`src/inc/useq_pkg.sv`:
```
`default_nettype none
package useq_pkg;
    // stack control codes
    localparam logic [2:0] STK_RESET = 3'h0;
    localparam logic [2:0] STK_CLEAR = 3'h1;
    localparam logic [2:0] STK_POP_ELSE = 3'h2;
    localparam logic [2:0] STK_POP_IF = 3'h3;
    localparam logic [2:0] STK_PUSH_ELSE = 3'h4;
    localparam logic [2:0] STK_PUSH_IF = 3'h5;
    localparam logic [2:0] STK_PUSH_BUT = 3'h6;
    localparam logic [2:0] STK_READ = 3'h7;
    // register/counter control codes
    localparam logic [2:0] CNT_DEC_A = 3'h1;
    localparam logic [2:0] CNT_LD_A = 3'h2;
    localparam logic [2:0] CNT_DEC_A_LD_B = 3'h3;
    localparam logic [2:0] CNT_LD_AB = 3'h4;
    localparam logic [2:0] CNT_DEC_B = 3'h5;
    localparam logic [2:0] CNT_LD_B = 3'h6;
    localparam logic [2:0] CNT_LD_A_DEC_B = 3'h7;
    // next-address sources
    localparam logic [1:0] SRC_STK = 2'h0;
    localparam logic [1:0] SRC_MPC = 2'h1;
    localparam logic [1:0] SRC_DRA = 2'h2;
    localparam logic [1:0] SRC_DRB = 2'h3;
    localparam logic [2:0] SEL_WIDE = 3'h5;
    // per select code: {cond high, cond low zero high, cond low zero low}
    localparam logic [7:0][5:0] SRC_TABLE = {6'h13, 6'h12, 6'h36, 6'h36,
                                             6'h1C, 6'h18, 6'h34, 6'h24};
    // register map
    localparam logic [7:0] OFS_ADDR = 8'h00;
    localparam logic [7:0] OFS_PTRS = 8'h04;
    localparam logic [7:0] OFS_LOOPS = 8'h08;
    localparam logic [7:0] OFS_SP_LOAD = 8'h0C;
    localparam logic [1:0] RESP_OKAY = 2'h0;
    localparam logic [1:0] RESP_SLVERR = 2'h2;
    localparam logic [15:0] RST_ADDR = 16'h0000;
endpackage : useq_pkg
`default_nettype wire

```
`src/useq_ctrl.sv`:
```
`default_nettype none
module useq_ctrl #(
    parameter int AW = 16,
    parameter int DEPTH = 65,
    parameter int BW = 8
) (
    // clock and reset
    input wire logic SYS_CLK,
    input wire logic RESETN,
    // microinstruction fields
    input wire logic [2:0] NEXT_ADDR_SELECT,
    input wire logic [2:0] STACK_OP_SELECT,
    input wire logic [2:0] COUNTER_OP_SELECT,
    input wire logic OUTPUT_SELECT,
    input wire logic ADVANCE_ENABLE,
    input wire logic PORT_A_OUT_EN_N,
    input wire logic PORT_B_OUT_EN_N,
    input wire logic [3:0] BRANCH_LOW_BITS,
    // status
    input wire logic COND_N,
    // data ports
    input wire logic [AW-1:0] DATA_PORT_A_IN,
    output logic [AW-1:0] DATA_PORT_A_OUT,
    output logic DATA_PORT_A_OE,
    input wire logic [AW-1:0] DATA_PORT_B_IN,
    output logic [AW-1:0] DATA_PORT_B_OUT,
    output logic DATA_PORT_B_OE,
    // microaddress and flag
    output logic [AW-1:0] MICRO_ADDR,
    output logic TERMINAL_COUNT_FLAG,
    // register bus
    input wire logic [BW-1:0] S_AXI_AWADDR,
    input wire logic S_AXI_AWVALID,
    output logic S_AXI_AWREADY,
    input wire logic [31:0] S_AXI_WDATA,
    input wire logic [3:0] S_AXI_WSTRB,
    input wire logic S_AXI_WVALID,
    output logic S_AXI_WREADY,
    output logic [1:0] S_AXI_BRESP,
    output logic S_AXI_BVALID,
    input wire logic S_AXI_BREADY,
    input wire logic [BW-1:0] S_AXI_ARADDR,
    input wire logic S_AXI_ARVALID,
    output logic S_AXI_ARREADY,
    output logic [31:0] S_AXI_RDATA,
    output logic [1:0] S_AXI_RRESP,
    output logic S_AXI_RVALID,
    input wire logic S_AXI_RREADY
);
    import useq_pkg::*;

    localparam int PW = $clog2(DEPTH + 1);
    localparam logic [PW-1:0] DEPTH_P = PW'(DEPTH);

    typedef struct packed {
        logic [AW-1:0] uprog_counter;
        logic [PW-1:0] stack_ptr;
        logic [PW-1:0] read_ptr;
        logic [DEPTH-1:0][AW-1:0] addr_stack;
        logic [AW-1:0] loop_reg_a;
        logic [AW-1:0] loop_reg_b;
        logic tc;
        logic [AW-1:0] pa_out;
        logic pa_oe;
        logic [AW-1:0] pb_out;
        logic pb_oe;
        logic awready;
        logic wready;
        logic bvalid;
        logic [1:0] bresp;
        logic arready;
        logic rvalid;
        logic [31:0] rdata;
        logic [1:0] rresp;
    } state_type;

    state_type state_ff;
    state_type nxt_state;

    logic dec_a;
    logic dec_b;
    logic zero;
    logic both_low;
    logic low_zero_high;
    logic [5:0] row;
    logic [1:0] sel;
    logic rst_op;
    logic clr_now;
    logic pop_now;
    logic push_now;
    logic read_now;
    logic wr_take;
    logic rd_take;
    logic sp_load;
    logic [PW-1:0] wr_sp;
    logic [AW-1:0] top_word;
    logic [AW-1:0] rd_word;

    // zero is seen ahead of the edge so the same cycle can redirect
    assign dec_a = COUNTER_OP_SELECT == CNT_DEC_A || COUNTER_OP_SELECT == CNT_DEC_A_LD_B;
    assign dec_b = COUNTER_OP_SELECT == CNT_DEC_B || COUNTER_OP_SELECT == CNT_LD_A_DEC_B;
    assign zero = (dec_a && state_ff.loop_reg_a == AW'(1))
                || (dec_b && state_ff.loop_reg_b == AW'(1));
    assign both_low = !COND_N && !zero;
    assign low_zero_high = !COND_N && zero;

    assign row = SRC_TABLE[NEXT_ADDR_SELECT];
    assign sel = COND_N ? row[5:4] : (zero ? row[3:2] : row[1:0]);

    assign rst_op = STACK_OP_SELECT == STK_RESET;
    assign clr_now = rst_op || (STACK_OP_SELECT == STK_CLEAR && both_low);
    assign pop_now = (STACK_OP_SELECT == STK_POP_ELSE && !both_low)
                   || (STACK_OP_SELECT == STK_POP_IF && both_low);
    assign push_now = (STACK_OP_SELECT == STK_PUSH_ELSE && !both_low)
                    || (STACK_OP_SELECT == STK_PUSH_IF && both_low)
                    || (STACK_OP_SELECT == STK_PUSH_BUT && !low_zero_high);
    assign read_now = STACK_OP_SELECT == STK_READ && OUTPUT_SELECT;

    assign wr_take = state_ff.awready && S_AXI_AWVALID && S_AXI_WVALID;
    assign rd_take = state_ff.arready && S_AXI_ARVALID;
    assign sp_load = wr_take && S_AXI_AWADDR == OFS_SP_LOAD && S_AXI_WSTRB[0];
    // a loaded pointer beyond the stack would index past the array
    assign wr_sp = (S_AXI_WDATA[PW-1:0] > DEPTH_P) ? DEPTH_P : S_AXI_WDATA[PW-1:0];

    assign top_word = (state_ff.stack_ptr != '0)
                    ? state_ff.addr_stack[state_ff.stack_ptr - PW'(1)] : '0;
    assign rd_word = (state_ff.read_ptr != '0)
                   ? state_ff.addr_stack[state_ff.read_ptr - PW'(1)] : '0;

    always_comb begin
        nxt_state = state_ff;
        // next microaddress, chosen alongside the stack action
        case (sel)
            SRC_STK: nxt_state.uprog_counter = top_word;
            SRC_MPC: nxt_state.uprog_counter = state_ff.uprog_counter
                + (ADVANCE_ENABLE ? AW'(1) : AW'(0));
            SRC_DRA: nxt_state.uprog_counter = (NEXT_ADDR_SELECT == SEL_WIDE)
                ? {DATA_PORT_A_IN[AW-1:4], BRANCH_LOW_BITS} : DATA_PORT_A_IN;
            default: nxt_state.uprog_counter = (NEXT_ADDR_SELECT == SEL_WIDE)
                ? {DATA_PORT_B_IN[AW-1:4], BRANCH_LOW_BITS} : DATA_PORT_B_IN;
        endcase
        if (rst_op) begin
            nxt_state.uprog_counter = AW'(RST_ADDR);
        end
        // stack; bus load of the pointer overrides the microcoded action
        if (sp_load) begin
            nxt_state.stack_ptr = wr_sp;
            nxt_state.read_ptr = wr_sp;
        end else if (clr_now) begin
            nxt_state.stack_ptr = '0;
            nxt_state.read_ptr = '0;
        end else if (push_now && state_ff.stack_ptr < DEPTH_P) begin
            // return address is the one after the calling instruction
            nxt_state.addr_stack[state_ff.stack_ptr] = state_ff.uprog_counter + AW'(1);
            nxt_state.stack_ptr = state_ff.stack_ptr + PW'(1);
            nxt_state.read_ptr = state_ff.stack_ptr + PW'(1);
        end else if (pop_now && state_ff.stack_ptr != '0) begin
            nxt_state.stack_ptr = state_ff.stack_ptr - PW'(1);
            nxt_state.read_ptr = state_ff.stack_ptr - PW'(1);
        end else if (read_now && state_ff.read_ptr != '0) begin
            nxt_state.read_ptr = state_ff.read_ptr - PW'(1);
        end
        // loop registers, independent of condition and zero
        case (COUNTER_OP_SELECT)
            CNT_DEC_A: nxt_state.loop_reg_a = state_ff.loop_reg_a - AW'(1);
            CNT_LD_A: nxt_state.loop_reg_a = DATA_PORT_A_IN;
            CNT_DEC_A_LD_B: begin
                nxt_state.loop_reg_a = state_ff.loop_reg_a - AW'(1);
                nxt_state.loop_reg_b = DATA_PORT_B_IN;
            end
            CNT_LD_AB: begin
                nxt_state.loop_reg_a = DATA_PORT_A_IN;
                nxt_state.loop_reg_b = DATA_PORT_B_IN;
            end
            CNT_DEC_B: nxt_state.loop_reg_b = state_ff.loop_reg_b - AW'(1);
            CNT_LD_B: nxt_state.loop_reg_b = DATA_PORT_B_IN;
            CNT_LD_A_DEC_B: begin
                nxt_state.loop_reg_a = DATA_PORT_A_IN;
                nxt_state.loop_reg_b = state_ff.loop_reg_b - AW'(1);
            end
            default: nxt_state.loop_reg_a = state_ff.loop_reg_a;
        endcase
        nxt_state.tc = zero;
        // port drivers are registered, so the pins lag the registers by one cycle
        nxt_state.pa_oe = !PORT_A_OUT_EN_N;
        nxt_state.pa_out = OUTPUT_SELECT ? rd_word : state_ff.loop_reg_a;
        nxt_state.pb_oe = !PORT_B_OUT_EN_N;
        nxt_state.pb_out = state_ff.loop_reg_b;
        // write channel: address and data taken together
        nxt_state.awready = !state_ff.awready && !state_ff.bvalid
                          && S_AXI_AWVALID && S_AXI_WVALID;
        nxt_state.wready = nxt_state.awready;
        if (wr_take) begin
            nxt_state.bvalid = 1'b1;
            nxt_state.bresp = (S_AXI_AWADDR == OFS_ADDR || S_AXI_AWADDR == OFS_PTRS
                || S_AXI_AWADDR == OFS_LOOPS || S_AXI_AWADDR == OFS_SP_LOAD)
                ? RESP_OKAY : RESP_SLVERR;
        end else if (state_ff.bvalid && S_AXI_BREADY) begin
            nxt_state.bvalid = 1'b0;
        end
        // read channel
        nxt_state.arready = !state_ff.arready && !state_ff.rvalid && S_AXI_ARVALID;
        if (rd_take) begin
            nxt_state.rvalid = 1'b1;
            nxt_state.rresp = RESP_OKAY;
            case (S_AXI_ARADDR)
                OFS_ADDR: nxt_state.rdata = 32'(state_ff.uprog_counter);
                OFS_PTRS: nxt_state.rdata = (32'(state_ff.read_ptr) << 16)
                                          | 32'(state_ff.stack_ptr);
                OFS_LOOPS: nxt_state.rdata = (32'(state_ff.loop_reg_b) << 16)
                                           | 32'(state_ff.loop_reg_a);
                OFS_SP_LOAD: nxt_state.rdata = 32'(state_ff.stack_ptr);
                default: begin
                    nxt_state.rdata = 32'h0000_0000;
                    nxt_state.rresp = RESP_SLVERR;
                end
            endcase
        end else if (state_ff.rvalid && S_AXI_RREADY) begin
            nxt_state.rvalid = 1'b0;
        end
    end

    always_ff @(posedge SYS_CLK or negedge RESETN) begin
        if (!RESETN) begin
            state_ff <= '0;
        end else begin
            state_ff <= nxt_state;
        end
    end

    assign MICRO_ADDR = state_ff.uprog_counter;
    assign TERMINAL_COUNT_FLAG = state_ff.tc;
    assign DATA_PORT_A_OUT = state_ff.pa_out;
    assign DATA_PORT_A_OE = state_ff.pa_oe;
    assign DATA_PORT_B_OUT = state_ff.pb_out;
    assign DATA_PORT_B_OE = state_ff.pb_oe;
    assign S_AXI_AWREADY = state_ff.awready;
    assign S_AXI_WREADY = state_ff.wready;
    assign S_AXI_BVALID = state_ff.bvalid;
    assign S_AXI_BRESP = state_ff.bresp;
    assign S_AXI_ARREADY = state_ff.arready;
    assign S_AXI_RVALID = state_ff.rvalid;
    assign S_AXI_RDATA = state_ff.rdata;
    assign S_AXI_RRESP = state_ff.rresp;
endmodule : useq_ctrl
`default_nettype wire

```
`config.mk`:
```
export PLATFORM = sky130hd
export DESIGN_NAME = useq_ctrl
export DESIGN_NICKNAME = d
export VERILOG_FILES = /design/src/inc/useq_pkg.sv /design/src/useq_ctrl.sv
export SDC_FILE = /design/constraint.sdc
export NUM_CORES = 2
export LEC_CHECK = 0
export BUFFER_PORTS_ARGS = -buffer_cell sky130_fd_sc_hd__buf_2
export CAP_MARGIN = 20
export CORE_ASPECT_RATIO = 0.7
export CORE_MARGIN = 2
export CORE_UTILIZATION = 50
export CTS_CLUSTER_SIZE = 10
export DETAILED_ROUTE_END_ITERATION = 12
export MAX_ROUTING_LAYER = met4
export PLACE_DENSITY = 0.66
export SKIP_CTS_REPAIR_TIMING = 1
export SLEW_MARGIN = 30
export SYNTH_ARGS = -nofsm -noshare
export SYNTH_HDL_FRONTEND = slang
export SYNTH_SLANG_ARGS = --single-unit
export TNS_END_PERCENT = 20
```
`constraint.sdc`:
```
create_clock -name SYS_CLK -period 4.83 [get_ports SYS_CLK]
set_input_delay 1.2075 -clock SYS_CLK [delete_from_list [all_inputs] [get_ports SYS_CLK]]
set_output_delay 1.2075 -clock SYS_CLK [all_outputs]
set_load 0.02 [all_outputs]
```
==> tab_implementation.tex <==
\begin{tabular}{lr}
\hline
Metric & Value \\
\hline
\multicolumn{2}{l}{\textbf{Status}} \\
Status & finished clean \\
\multicolumn{2}{l}{\textbf{Yosys}} \\
Fraction of registers with async set/reset & 100\% \\
Mapped Cells & 5571 \\
Most used flip-flop cell after synthesis & sky130\_fd\_sc\_hd\_\_dfrtp\_1 \\
Sequential element share of the synthesized area & 46.7\% \\
Number of warnings printed during yosys synthesis & 0 \\
Number of enable-type register cells in the synthesized netlist & 0 \\
Cell area after synthesis & 63000 µm² \\
Unique cell type count in the Yosys netlist & 78 \\
Flop and latch count out of synthesis & 1175 \\
Synthesized area divided by synthesized cell count & 11.3 µm² \\
\multicolumn{2}{l}{\textbf{GRT}} \\
Initial antenna violation count & 15 \\
Pin count of the biggest net entering global routing & 99 \\
Grt ovf & 0 \\
Via count of the first global-routing pass & 46034 \\
Global-route usage over all layers & 33.4\% \\
Global-route wire length before repair & 309000 µm \\
\multicolumn{2}{l}{\textbf{Worst setup path}} \\
Cells along the critical path & inv\_1 > ha\_4 > buf\_4 > mux4\_2 > mux4\_2 > mux2i\_1 > a21oi\_1 > a31oi\_1 > o32ai\_1 \\
Kind of end point of the critical path & register \\
Maximum fanout along the worst path & 29 \\
Worst reg2reg path depth & 9 \\
Critical Path Stages & 9 \\
Class of the most critical setup path & reg2reg \\
Critical path data arrival time & 4.85 ns \\
Startpoint of the most critical register-to-register path & state\_ff[1148]\$\_DFFE\_PN0P\_ \\
Category of the worst setup path launch point & register \\
Slowest library cell on the worst path & sky130\_fd\_sc\_hd\_\_mux2i\_1 \\
Slowest stage delay, CP & 0.68 ns \\
Data required, critical path & 5.46 ns \\
Reg2Reg Capture Point & DATA\_PORT\_A\_OUT[12]\$\_DFF\_PN0\_ \\
Cell class contributing the biggest share of worst-path delay & multiplexers \\
CP Buf/Inv Count & 2 \\
Critical path endpoint & DATA\_PORT\_A\_OUT[12]\$\_DFF\_PN0\_ \\
Worst setup startpoint & state\_ff[1148]\$\_DFFE\_PN0P\_ \\
Most common cell type on the critical path & sky130\_fd\_sc\_hd\_\_mux4\_2 \\
Reg-to-reg slack, setup & 0.61 ns \\
\multicolumn{2}{l}{\textbf{Cells and area}} \\
Share of final-layout standard cells stronger than drive strength 1 & 24.1\% \\
Synthesis-to-layout area growth & 9.68\% \\
Post-layout net count & 5578 \\
Commonest non-fill, non-tap cells in the layout & sky130\_fd\_sc\_hd\_\_dfrtp\_1, sky130\_fd\_sc\_hd\_\_nand2\_1, sky130\_fd\_sc\_hd\_\_o21ai\_0, sky130\_fd\_sc\_hd\_\_mux4\_2, sky130\_fd\_sc\_hd\_\_nor2\_1 \\
Filler cell count & 10336 \\
Most common cell after layout, fill and taps aside & sky130\_fd\_sc\_hd\_\_dfrtp\_1 \\
\multicolumn{2}{l}{\textbf{Drt}} \\
Total length of routed wires & 208000 µm \\
Number of design-rule violations left by the first detailed-router iteration & 6685 \\
Final routed wire length divided by cell count & 29.1 µm \\
DR pass1 iterations & 6 \\
Number of nets with antenna violations after routing & 0 \\
Via Count & 47818 \\
Final routed DRC violation total & 0 \\
Number of vias per cell after detailed routing & 6.69 \\
\multicolumn{2}{l}{\textbf{STA}} \\
Final Hold Fails & 0 \\
Final slew viol count & 0 \\
Setup repair after global routing missed its margin & no \\
Worst-margin pin slew & 1.12 ns \\
Post-route clock period utilization & 87.4\% \\
Worst slew margin & 25.0\% \\
Highest clock frequency the design can meet & 237 MHz \\
Setup TNS & 0 ns \\
Final setup violating endpoints & 0 \\
Fin Clk Skew & 0.0257 ns \\
Crit path time final & 4.22 ns \\
\multicolumn{2}{l}{\textbf{Clocking}} \\
TritonCTS clock tree & yes \\
CTS root buf & sky130\_fd\_sc\_hd\_\_clkbuf\_16 \\
Number of clock buffers inserted by TritonCTS & 137 \\
Number of buffers between clock root and the deepest sink & 3 \\
Number of H-tree branching levels & 4 \\
Sink Count & 1175 \\
Clock slew seen by the registers of the worst setup and hold paths & 0.06 ns \\
Later-pin clock latency in the skew report & 0.78 ns \\
\multicolumn{2}{l}{\textbf{Placed design}} \\
DP Wirelength & 136000 µm \\
PortBufs & 170 \\
RD Place Congestion & 1.05 \\
\multicolumn{2}{l}{\textbf{Power and ir drop}} \\
IR drop worst, VDD & 0.805 mV \\
Power per cell area & 656 nW/µm² \\
Total power & 0.0453 W \\
Leakage power summed over all cells & 29.3 nW \\
\multicolumn{2}{l}{\textbf{Min path}} \\
Type of the worst min-delay path & in2async \\
\multicolumn{2}{l}{\textbf{Die}} \\
Floorplan die area & 129000 µm² \\
Die Span X & 428 µm \\
Overall die height & 301 µm \\
Number of top-level pins & 201 \\
Initial cell density of the core & 50.6\% \\
Number of rows created at floorplan & 108 \\
Area of the core & 124000 µm² \\
\multicolumn{2}{l}{\textbf{Job}} \\
Max-capacitance violation count & 0 \\
\hline
\end{tabular}
## worst min path at each step
stage          cells past startpoint                       endpoint                       from
2_1_floorplan                      0  DATA_PORT_B_OUT[11]$_DFF_PN0_  nxt_state[53]$_DFFE_PN0P_
5_1_grt                            0   DATA_PORT_B_OUT[1]$_DFF_PN0_  nxt_state[43]$_DFFE_PN0P_
6_report                           1       DATA_PORT_A_OE$_DFF_PN0_                     RESETN
3_3_place_gp                       0   DATA_PORT_B_OUT[1]$_DFF_PN0_  nxt_state[43]$_DFFE_PN0P_
3_5_place_dp                       0   DATA_PORT_B_OUT[1]$_DFF_PN0_  nxt_state[43]$_DFFE_PN0P_
4_1_cts                            1       DATA_PORT_A_OE$_DFF_PN0_                     RESETN
## synth_stat cells (all sizes together), types with 31 or more instances
master,n,area (µm²)
dfrtp,1175,29400
nand2,773,2900
o21ai,663,3320
mux4,618,13900
nor2,468,1770
a21oi,458,2290
buf,369,2200
clkbuf,283,1060
mux2,83,935
mux2i,80,801
nand3,74,388
inv,64,240
nand4,64,400
nor4,38,568
a31oi,33,206
nor3,31,155
## sequential cells by signal, indices dropped and copies added, names as in the netlist, 16 cells and up
signal and count:
DATA_PORT_A_OUT 16, DATA_PORT_B_OUT 16, state_ff 1070, nxt_state 16, S_AXI_RDATA 32, MICRO_ADDR 16
## report_power, final
group          leakage, nW  internal (W)  switching, W
Combinational         11.6       0.00855        0.0126
Sequential            15.9        0.0125       0.00244
Clock                 1.81       0.00518       0.00409
## metal layers
metal  global-route usage, %  up-vias  wire length [µm]
li1                        -    20020                 -
met1                    47.1    24467             84000
met2                    45.3     2878             89000
met3                    10.7      453             27200
met4                    12.0        0              7420
met5                       -        -                 0
## cell families (layout without fill, tap and decap cells)
group / count (synthesis) / after routing / share of synthesized area (%)
AND/OR/NAND/NOR: 1529 / 1529 / 10.7
AO/OA/AOI/OAI: 1313 / 1313 / 11.3
flip-flops: 1175 / 1175 / 46.7
multiplexers: 781 / 781 / 24.9
buffers and inverters: 716 / 628 / 5.56
XOR/XNOR: 45 / 45 / 0.638
adder cells (fa/ha/maj): 11 / 11 / 0.218
other: 1 / 14 / 0.00595
## area by class of cell
cell class	instances	area [µm²]	share of cell area (%)
inverter	64	240	0.348
tap	1650	2060	2.99
sequential	1175	29400	42.6
multi-input combinational	3681	30400	44.0
clock inverter	11	125	0.181
antenna	12	30.0	0.0435
clock buffer	154	3580	5.18
timing repair buffer	399	3250	4.70
## stage by stage
| step | area [µm²] | cells | setup WS, ns | util [%] | hold WS [ns] |
|---|---|---|---|---|---|
| 2_1_floorplan | 63000 | 5572 | 1.05 | - | 0.352 |
| 6_report | 69100 | 7146 | 0.609 | 55.5 | 0.424 |
| 3_5_place_dp | 65300 | 6968 | 0.289 | 52.5 | 0.419 |
| 5_1_grt | 69100 | 7144 | 0.677 | 55.5 | 0.451 |
| 4_1_cts | 69000 | 7133 | 0.865 | 55.5 | 0.428 |
| 3_3_place_gp | 65300 | 6965 | 0.344 | 52.5 | 0.428 |
Note: power is estimated with default switching activity, not from simulation.
